### src/common/low_side_pkg.sv
// Constants and carrier types for the low-side driver control block
`default_nettype none

package low_side_pkg;

	// Global windows of the die-to-die register space
	localparam logic [15:0] BLOCKING_BASE = 16'h0200;
	localparam logic [15:0] NONBLOCKING_BASE = 16'h0300;

	// Register offsets inside a window
	localparam logic [7:0] DRIVER_CONTROL_OFFSET = 8'h30;
	localparam logic [7:0] DRIVER_STATUS_OFFSET = 8'h31;
	localparam logic [7:0] CONTROL_UNLOCK_KEY_OFFSET = 8'h32;

	// Values after reset
	localparam logic [7:0] DRIVER_CONTROL_RESET = 8'h00;
	localparam logic [3:0] UNLOCK_KEY_RESET = 4'h0;
	localparam logic [7:0] READ_DATA_RESET = 8'h00;

	// Control register field positions
	localparam int OVERTEMP_IRQ_ENABLE_BIT = 7;
	localparam int PWM_SOURCE_SELECT_2_BIT = 5;
	localparam int PWM_SOURCE_SELECT_1_BIT = 4;
	localparam int PWM_GATE_ENABLE_2_BIT = 3;
	localparam int PWM_GATE_ENABLE_1_BIT = 2;
	localparam int DRIVER_TWO_ENABLE_BIT = 1;
	localparam int DRIVER_ONE_ENABLE_BIT = 0;

	// Writable bits of the control register; bit 6 is reserved
	localparam logic [7:0] DRIVER_CONTROL_WRITE_MASK = 8'hBF;
	// Both driver enable bits
	localparam logic [7:0] DRIVER_ENABLE_MASK = 8'h03;

	// Status register field positions
	localparam int OVERTEMP_PRESENT_BIT = 7;
	localparam int CURRENT_LIMIT_TWO_BIT = 3;
	localparam int CURRENT_LIMIT_ONE_BIT = 2;
	localparam int OPEN_LOAD_TWO_BIT = 1;
	localparam int OPEN_LOAD_ONE_BIT = 0;

	// The only key value that unlocks driver control
	localparam logic [3:0] UNLOCK_KEY_VALUE = 4'h5;

	// One register access from the die-to-die interface
	typedef struct packed {
		logic [15:0] addr;
		logic write;
		logic read;
		logic [7:0] wdata;
	} reg_request_t;

	// Analog feedback of one driver
	typedef struct packed {
		logic current_limit;
		logic open_load;
	} driver_sense_t;

endpackage

`default_nettype wire

### src/low_side_driver_control.sv
// Register bank and protection logic of the two low-side relay drivers
//
// What this block does
// Drivers forced off outside Normal mode
// Decode at 0x0200 blocking, 0x300 non-blocking
// Control bit 7 enables overtemperature interrupt
// Bits 5,4 pick PWM channel per driver
// Bits 3,2 gate driver with selected PWM
// Bits 1,0 switch drivers once unlocked
// Key field bits 3..0; only 0x5 unlocks
// Wrong key keeps both drivers off
// Software writes key after reset and overvoltage
// Status bit 7 overtemperature; forces drivers off
// Status read clears pending overtemperature flag
// Status bits 3,2 report current limitation
// Status bits 1,0 open load, off masked
// PWM off phase shows no open load
// Overvoltage event clears both enable bits
// Software rewrites key, then enables after overvoltage
// Overtemperature latched; irq only when masked in
// Control write re-enables after overtemperature gone
// Registers reset zero; unused bits read zero
`timescale 1ns/1ps
`default_nettype none

module low_side_driver_control
(
	input wire logic clk_in,
	input wire logic rst_n_in,
	input wire low_side_pkg::reg_request_t request_in,
	output logic [7:0] read_data_out,
	output logic read_valid_out,
	input wire logic normal_mode_in,
	input wire logic overtemp_in,
	input wire logic regulator_overvoltage_event_in,
	input wire logic low_side_irq_mask_in,
	input wire logic [1:0] pwm_channel_in,
	input wire low_side_pkg::driver_sense_t sense_one_in,
	input wire low_side_pkg::driver_sense_t sense_two_in,
	output logic driver_one_on_out,
	output logic driver_two_on_out,
	output logic overtemp_flag_out,
	output logic irq_out
);

	logic [7:0] control_reg;
	logic [7:0] control_next;
	logic [3:0] key_reg;
	logic [3:0] key_next;
	logic shutdown_reg;
	logic shutdown_next;
	logic overtemp_flag_reg;
	logic overtemp_flag_next;
	logic overtemp_seen_reg;
	logic overtemp_seen_next;
	logic [7:0] read_data_reg;
	logic [7:0] read_data_next;
	logic read_valid_reg;
	logic read_valid_next;
	logic in_window;
	logic [7:0] offset;
	logic control_write;
	logic key_write;
	logic status_read;
	logic unlocked;
	logic permit;
	logic cl_one;
	logic cl_two;
	logic ol_one;
	logic ol_two;
	logic [7:0] status_value;

	// Address decode inside either global window
	always_comb
	begin
		in_window = (request_in.addr[15:8] == low_side_pkg::BLOCKING_BASE[15:8])
			|| (request_in.addr[15:8] == low_side_pkg::NONBLOCKING_BASE[15:8]);
		offset = request_in.addr[7:0];
		control_write = in_window && request_in.write
			&& (offset == low_side_pkg::DRIVER_CONTROL_OFFSET);
		key_write = in_window && request_in.write
			&& (offset == low_side_pkg::CONTROL_UNLOCK_KEY_OFFSET);
		status_read = in_window && request_in.read
			&& (offset == low_side_pkg::DRIVER_STATUS_OFFSET);
	end

	// Drivers may only conduct when every protection allows it
	always_comb
	begin
		unlocked = (key_reg == low_side_pkg::UNLOCK_KEY_VALUE);
		permit = unlocked && normal_mode_in
			&& !overtemp_in && !shutdown_reg;
	end

	// Next values of control state, key, shutdown latch and flag
	always_comb
	begin
		control_next = control_reg;
		key_next = key_reg;
		shutdown_next = shutdown_reg;
		if (control_write)
		begin
			control_next = request_in.wdata
				& low_side_pkg::DRIVER_CONTROL_WRITE_MASK;
		end
		if (key_write)
		begin
			key_next = request_in.wdata[3:0];
		end
		// Overvoltage wins over a write in the same cycle
		if (regulator_overvoltage_event_in)
		begin
			control_next = control_next
				& ~low_side_pkg::DRIVER_ENABLE_MASK;
			key_next = low_side_pkg::UNLOCK_KEY_RESET;
		end
		// Shutdown holds until a control write with overtemp gone
		if (overtemp_in)
		begin
			shutdown_next = 1'b1;
		end
		else if (control_write)
		begin
			shutdown_next = 1'b0;
		end
		// New overtemperature event latches the flag; set beats clear
		overtemp_seen_next = overtemp_in;
		overtemp_flag_next = overtemp_flag_reg && !status_read;
		if (overtemp_in && !overtemp_seen_reg
			&& control_reg[low_side_pkg::OVERTEMP_IRQ_ENABLE_BIT])
		begin
			overtemp_flag_next = 1'b1;
		end
	end

	// Control state registers
	always_ff @(posedge clk_in)
	begin
		if (!rst_n_in)
		begin
			control_reg <= low_side_pkg::DRIVER_CONTROL_RESET;
			key_reg <= low_side_pkg::UNLOCK_KEY_RESET;
			shutdown_reg <= 1'b0;
			overtemp_flag_reg <= 1'b0;
			overtemp_seen_reg <= 1'b0;
		end
		else
		begin
			control_reg <= control_next;
			key_reg <= key_next;
			shutdown_reg <= shutdown_next;
			overtemp_flag_reg <= overtemp_flag_next;
			overtemp_seen_reg <= overtemp_seen_next;
		end
	end

	// Driver one output stage
	driver_output_stage u_driver_one
	(
		.clk_in(clk_in),
		.rst_n_in(rst_n_in),
		.enable_in(control_reg[low_side_pkg::DRIVER_ONE_ENABLE_BIT]),
		.permit_in(permit),
		.pwm_gate_in(control_reg[low_side_pkg::PWM_GATE_ENABLE_1_BIT]),
		.pwm_select_in(control_reg[low_side_pkg::PWM_SOURCE_SELECT_1_BIT]),
		.pwm_channel_in(pwm_channel_in),
		.sense_in(sense_one_in),
		.on_out(driver_one_on_out),
		.current_limit_out(cl_one),
		.open_load_out(ol_one)
	);

	// Driver two output stage
	driver_output_stage u_driver_two
	(
		.clk_in(clk_in),
		.rst_n_in(rst_n_in),
		.enable_in(control_reg[low_side_pkg::DRIVER_TWO_ENABLE_BIT]),
		.permit_in(permit),
		.pwm_gate_in(control_reg[low_side_pkg::PWM_GATE_ENABLE_2_BIT]),
		.pwm_select_in(control_reg[low_side_pkg::PWM_SOURCE_SELECT_2_BIT]),
		.pwm_channel_in(pwm_channel_in),
		.sense_in(sense_two_in),
		.on_out(driver_two_on_out),
		.current_limit_out(cl_two),
		.open_load_out(ol_two)
	);

	// Status image and read data; unmapped offsets read zero
	always_comb
	begin
		status_value = 8'h00;
		status_value[low_side_pkg::OVERTEMP_PRESENT_BIT] = overtemp_in;
		status_value[low_side_pkg::CURRENT_LIMIT_TWO_BIT] = cl_two;
		status_value[low_side_pkg::CURRENT_LIMIT_ONE_BIT] = cl_one;
		status_value[low_side_pkg::OPEN_LOAD_TWO_BIT] = ol_two;
		status_value[low_side_pkg::OPEN_LOAD_ONE_BIT] = ol_one;
		read_valid_next = in_window && request_in.read;
		read_data_next = read_data_reg;
		if (read_valid_next)
		begin
			unique case (offset)
				low_side_pkg::DRIVER_CONTROL_OFFSET: read_data_next = control_reg;
				low_side_pkg::DRIVER_STATUS_OFFSET: read_data_next = status_value;
				low_side_pkg::CONTROL_UNLOCK_KEY_OFFSET:
					read_data_next = {4'h0, key_reg};
				default: read_data_next = 8'h00;
			endcase
		end
	end

	// Read answer registers
	always_ff @(posedge clk_in)
	begin
		if (!rst_n_in)
		begin
			read_data_reg <= low_side_pkg::READ_DATA_RESET;
			read_valid_reg <= 1'b0;
		end
		else
		begin
			read_data_reg <= read_data_next;
			read_valid_reg <= read_valid_next;
		end
	end

	assign read_data_out = read_data_reg;
	assign read_valid_out = read_valid_reg;
	assign overtemp_flag_out = overtemp_flag_reg;
	assign irq_out = overtemp_flag_reg && low_side_irq_mask_in;

	// Checks on driver outputs and register effects
	property p_mode_off;
		@(posedge clk_in) disable iff (!rst_n_in)
		!normal_mode_in |=> !driver_one_on_out && !driver_two_on_out;
	endproperty
	a_mode_off: assert property (p_mode_off) else $error("driver on outside normal mode");

	property p_key_lock;
		@(posedge clk_in) disable iff (!rst_n_in)
		(key_reg != low_side_pkg::UNLOCK_KEY_VALUE)
			|=> !driver_one_on_out && !driver_two_on_out;
	endproperty
	a_key_lock: assert property (p_key_lock) else $error("driver on while locked");

	property p_overtemp_off;
		@(posedge clk_in) disable iff (!rst_n_in)
		overtemp_in |=> !driver_one_on_out && !driver_two_on_out;
	endproperty
	a_overtemp_off: assert property (p_overtemp_off) else $error("driver on in overtemp");

	property p_ov_clear;
		@(posedge clk_in) disable iff (!rst_n_in)
		regulator_overvoltage_event_in |=> (control_reg[1:0] == 2'b00)
			&& (key_reg == low_side_pkg::UNLOCK_KEY_RESET);
	endproperty
	a_ov_clear: assert property (p_ov_clear) else $error("enables kept after overvoltage");

	property p_read_clears;
		@(posedge clk_in) disable iff (!rst_n_in)
		status_read && !overtemp_in |=> !overtemp_flag_out;
	endproperty
	a_read_clears: assert property (p_read_clears) else $error("flag survived status read");

	property p_irq_mask;
		@(posedge clk_in) disable iff (!rst_n_in)
		irq_out |-> overtemp_flag_out && low_side_irq_mask_in;
	endproperty
	a_irq_mask: assert property (p_irq_mask) else $error("irq without mask");

	// Flag may only rise after an overtemperature with the enable set
	property p_flag_src;
		@(posedge clk_in) disable iff (!rst_n_in)
		$rose(overtemp_flag_out) |-> $past(overtemp_in)
			&& $past(control_reg[low_side_pkg::OVERTEMP_IRQ_ENABLE_BIT]);
	endproperty
	a_flag_src: assert property (p_flag_src) else $error("flag unarmed");

	property p_ol_off;
		@(posedge clk_in) disable iff (!rst_n_in)
		(ol_one || ol_two) |-> (!ol_one || driver_one_on_out)
			&& (!ol_two || driver_two_on_out);
	endproperty
	a_ol_off: assert property (p_ol_off) else $error("open load while off");

	property p_reserved_zero;
		@(posedge clk_in) disable iff (!rst_n_in)
		read_valid_out |-> ($past(offset) != low_side_pkg::CONTROL_UNLOCK_KEY_OFFSET)
			|| (read_data_out[7:4] == 4'h0);
	endproperty
	a_reserved_zero: assert property (p_reserved_zero) else $error("reserved bits set");

	property p_shutdown_hold;
		@(posedge clk_in) disable iff (!rst_n_in)
		$fell(overtemp_in) && !control_write |=> shutdown_reg;
	endproperty
	a_shutdown_hold: assert property (p_shutdown_hold) else $error("shutdown released early");

	c_driver_on: cover property (@(posedge clk_in) disable iff (!rst_n_in)
		driver_one_on_out ##1 driver_two_on_out);
	c_overtemp_irq: cover property (@(posedge clk_in) disable iff (!rst_n_in)
		irq_out ##1 status_read);
	c_ov_event: cover property (@(posedge clk_in) disable iff (!rst_n_in)
		driver_one_on_out ##1 regulator_overvoltage_event_in);

endmodule

`default_nettype wire

### src/driver_output_stage.sv
// One low-side driver: PWM source pick, gating and open-load masking
`timescale 1ns/1ps
`default_nettype none

module driver_output_stage
(
	input wire logic clk_in,
	input wire logic rst_n_in,
	input wire logic enable_in,
	input wire logic permit_in,
	input wire logic pwm_gate_in,
	input wire logic pwm_select_in,
	input wire logic [1:0] pwm_channel_in,
	input wire low_side_pkg::driver_sense_t sense_in,
	output logic on_out,
	output logic current_limit_out,
	output logic open_load_out
);

	logic on_reg;
	logic on_next;
	logic current_limit_reg;
	logic current_limit_next;
	logic open_load_reg;
	logic open_load_next;
	logic pwm_level;

	// Next output state and masked status
	always_comb
	begin
		pwm_level = pwm_channel_in[pwm_select_in];
		on_next = enable_in && permit_in && (!pwm_gate_in || pwm_level);
		current_limit_next = sense_in.current_limit;
		// Follows next gate state, so never shown while off or PWM low
		open_load_next = sense_in.open_load && on_next;
	end

	// Registered driver output and status
	always_ff @(posedge clk_in)
	begin
		if (!rst_n_in)
		begin
			on_reg <= 1'b0;
			current_limit_reg <= 1'b0;
			open_load_reg <= 1'b0;
		end
		else
		begin
			on_reg <= on_next;
			current_limit_reg <= current_limit_next;
			open_load_reg <= open_load_next;
		end
	end

	assign on_out = on_reg;
	assign current_limit_out = current_limit_reg;
	assign open_load_out = open_load_reg;

endmodule

`default_nettype wire

### config.mk
export PLATFORM = sky130hd
export DESIGN_NAME = low_side_driver_control
export DESIGN_NICKNAME = d
export VERILOG_FILES = /design/src/common/low_side_pkg.sv /design/src/low_side_driver_control.sv /design/src/driver_output_stage.sv
export SDC_FILE = /design/constraint.sdc
export NUM_CORES = 1
export LEC_CHECK = 0
export BUFFER_PORTS_ARGS = -buffer_cell sky130_fd_sc_hd__buf_2
export CAP_MARGIN = 20
export CORE_MARGIN = 2
export CORE_UTILIZATION = 45
export DETAILED_ROUTE_END_ITERATION = 6
export MAX_ROUTING_LAYER = met4
export PLACE_DENSITY = 0.85
export SYNTH_ARGS = -nofsm -noshare
export SYNTH_HDL_FRONTEND = slang
export SYNTH_SLANG_ARGS = --single-unit
### constraint.sdc
create_clock -name clk_in -period 2.5 [get_ports clk_in]
set_input_delay 0.25 -clock clk_in [delete_from_list [all_inputs] [get_ports clk_in]]
set_output_delay 0.25 -clock clk_in [all_outputs]
set_load 0.02 [all_outputs]
==> out/results.tsv <==
stage	metric	value	unit
run_status	status	finished, final reports clean	
floorplan	fp.dieW	56.1	um
grt	grt_pass1_vias	1031	
layout	n_fill_cell	233	
timing	grt_setup_unrepaired	false	
place	io_buffers	47	
synthesis	syn_nets	171	
grt	grt_max_degree	16	
power_and_ir_drop	p_comb_share	9.7	%
floorplan	num_rows	18	
clock_network	cts_max_level	1	
clock_network	clock-sinks	28	
setup_path	worstSetupEndpointType	flop	
clock_network	hold_buffers	0	
layout	fin_cells	208	
setup_path	cp_cell_sequence	buf_2, nor4_4, and4_1, and3_1, mux2i_1	
timing	tns	0	ns
synthesis	yosysTopAreaCellShare	45.9	%
layout	fin_util	59.2	%
synthesis	synth.distinct_cells	30	
place	dp.cells	204	
setup_path	cp-start-kind	input port	
place	hpwl	2.28	mm
place	gp_congestion	0.901	
floorplan	core	0.00252	mm2
setup_path	path_max_fanout	8	
setup_path	path_class	input port to flop	
synthesis	netlist_area	0.00122	mm2
grt	grt_first_pass_wirelength	4.67	mm
route	drt_wl_total	2.98	mm
clock_network	cts_resized	0	
timing	finalCriticalPeriod	1.41	ns
timing	skew	0.00129	ns
power_and_ir_drop	cellPowerDensity	496	mW/mm2
grt	grt-ovfl-total	0	
timing	fin_crit_sh	56.5	%
synthesis	synth_flop_cell	dfxtp_1	
layout	diodes	0	
clock_network	clk_path_buf_depth	2	
synthesis	syn_area_per_cell	9.18	um2
clock_network	path_clk_slew	0.14	ns
layout	final_nets	217	
power_and_ir_drop	power.internal	0.570	mW
route	via_count	1189	
synthesis	yosys_warnings	0	
route	wl_per_cell	14.3	um
power_and_ir_drop	p_clk_share	29.3	%
setup_path	slowest_delay	0.41	ns
clock_network	numCtsBuffers	3	
synthesis	yosysSeqAreaShare	45.9	%
power_and_ir_drop	p_leak	0.628	nW
floorplan	dieArea	0.00315	mm2
route	drt_iter0_drc	34	
run	maxCapViolCount	0	
timing	max-slew-margin-rel	60.3	%
clock_network	tritoncts	built	
power_and_ir_drop	p_seq_share	61.0	%
synthesis	ys_ff_latch	28	
timing	slew_viol_final	0	
timing	hold_violations	0	
clock_network	post-cts-setup-buffer-count	0	
layout	syn_to_final_growth	22.2	%
timing	timing.fmax	708	MHz
power_and_ir_drop	p_sw	0.170	mW
route	drc	0	
clock_network	cts-root-buf	clkbuf_4	
setup_path	cpMaxStageDelayCell	and4_1	
timing	setup_viol	0	
power_and_ir_drop	vdd_drop_max	362	uV
clock_network	clk_latency	0.32	ns
layout	drive_gt1_share	30.9	%
route	ant_nets	0	
timing	worst_pin_slew	0.593	ns
floorplan	die_y	56.1	um
setup_path	crit_arrival	1.68	ns
synthesis	async_reset_ff_share	0	%
synthesis	yosys.area.top_type	dfxtp_1	
floorplan	start_util	48.4	%
grt	grt_usage	19.1	%
synthesis	synth.area.top_cells	dfxtp_1, mux2i_1, nand2_1	
min_path	min_path_type	input port to flop	
setup_path	required	2.77	ns
synthesis	netlist_instances	133	
synthesis	synth_edf_count	0	
route	dr.pass1.iters	4	
power_and_ir_drop	p_sw_share	23.0	%
floorplan	io_pins	51	
grt	antenna_found_initial	0	
route	viasPerCell	5.72	
[routing by layer]
layer,track usage [%],vias up,part of all wire [%]
li1,-,570,-
met1,24.5,554,42
met2,30.3,56,50
met3,3.02,9,5.5
met4,7.14,0,2.0
met5,-,-,0
[kinds of logic (layout without fill, tap and decap cells)]
group,Yosys count,count (layout),share of synthesized area [%]
compound gates,31,31,15.5
buf+inv,9,54,4.00
simple gates,53,53,25.3
other cells,1,1,0.307
mux,11,11,9.02
flops,28,28,45.9
[cell usage after synthesis (all sizes together) (4+ instances only)]
library cell  count
dfxtp            28
nor2              4
a21oi             9
and2              5
o21ai            13
a22o              6
nand2            18
mux2i            11
nand4             9
[final timing paths]
check                                                   start                               endpoint  slack [ns]  cells after the start
worst min register to register  read_data_out[7]$_SDFFE_PN0P_          read_data_out[7]$_SDFFE_PN0P_        0.49                      2
worst min-delay path                          sense_two_in[0]  u_driver_two.open_load_out$_SDFF_PN0_        0.11                      2
worst max-delay path                           request_in[23]                key_reg[1]$_SDFFE_PP0P_        1.09                      5
worst max register to register        key_reg[1]$_SDFFE_PP0P_  u_driver_two.open_load_out$_SDFF_PN0_        1.19                      4
[cells in the final DEF, fill, tap and decap left out, types with 2 or more instances in the layout]
cell / n
nand2_1: 18
nand2b_1: 3
nor2b_1: 2
buf_2: 47
nor4_1: 2
a21oi_1: 9
nor2_1: 4
inv_1: 2
o21ai_0: 12
a22o_1: 6
and3_1: 3
nand4_1: 9
dfxtp_1: 28
mux2i_1: 11
and2_1: 5
clkbuf_4: 3
[power by group through the flow]
stage / combinational [mW] / sequential [mW] / clock [mW]
3_5_place_dp: 0.0700 / 0.461 / 0
5_1_grt: 0.0782 / 0.452 / 0.247
6_report: 0.0718 / 0.451 / 0.217
4_1_cts: 0.0704 / 0.451 / 0.220
3_3_place_gp: 0.0678 / 0.461 / 0
2_1_floorplan: 0.0320 / 0.461 / 0
[final cells by class]
class	instances	area [um2]	share of cell area, %
tap	30	37.5	2.51
clock buffer	4	36.3	2.43
inverter	3	11.3	0.754
sequential	28	561	37.6
multi-input combinational	96	612	41.0
timing repair buffer	47	235	15.8
[per-stage QoR]
stage / hold WS (ns) / power (mW) / cell area, um2 / worst slack, ns
final: 0.112 / 0.740 / 1490 / 1.09
after detailed placement: 0.455 / 0.531 / 1460 / 0.777
after CTS: 0.116 / 0.742 / 1490 / 1.11
after global placement: 0.445 / 0.529 / 1460 / 0.808
after floorplan: 0.372 / 0.493 / 1220 / 1.09
after global routing: 0.101 / 0.777 / 1490 / 1.01
[worst max-delay path, delay by kind of cell]
family | cells | cell delay (ns)
buffers and inverters | 1 | 0.11
and+or+nand+nor | 3 | 1.12
muxes | 1 | 0.20
Power figures use the tool's default switching activity.
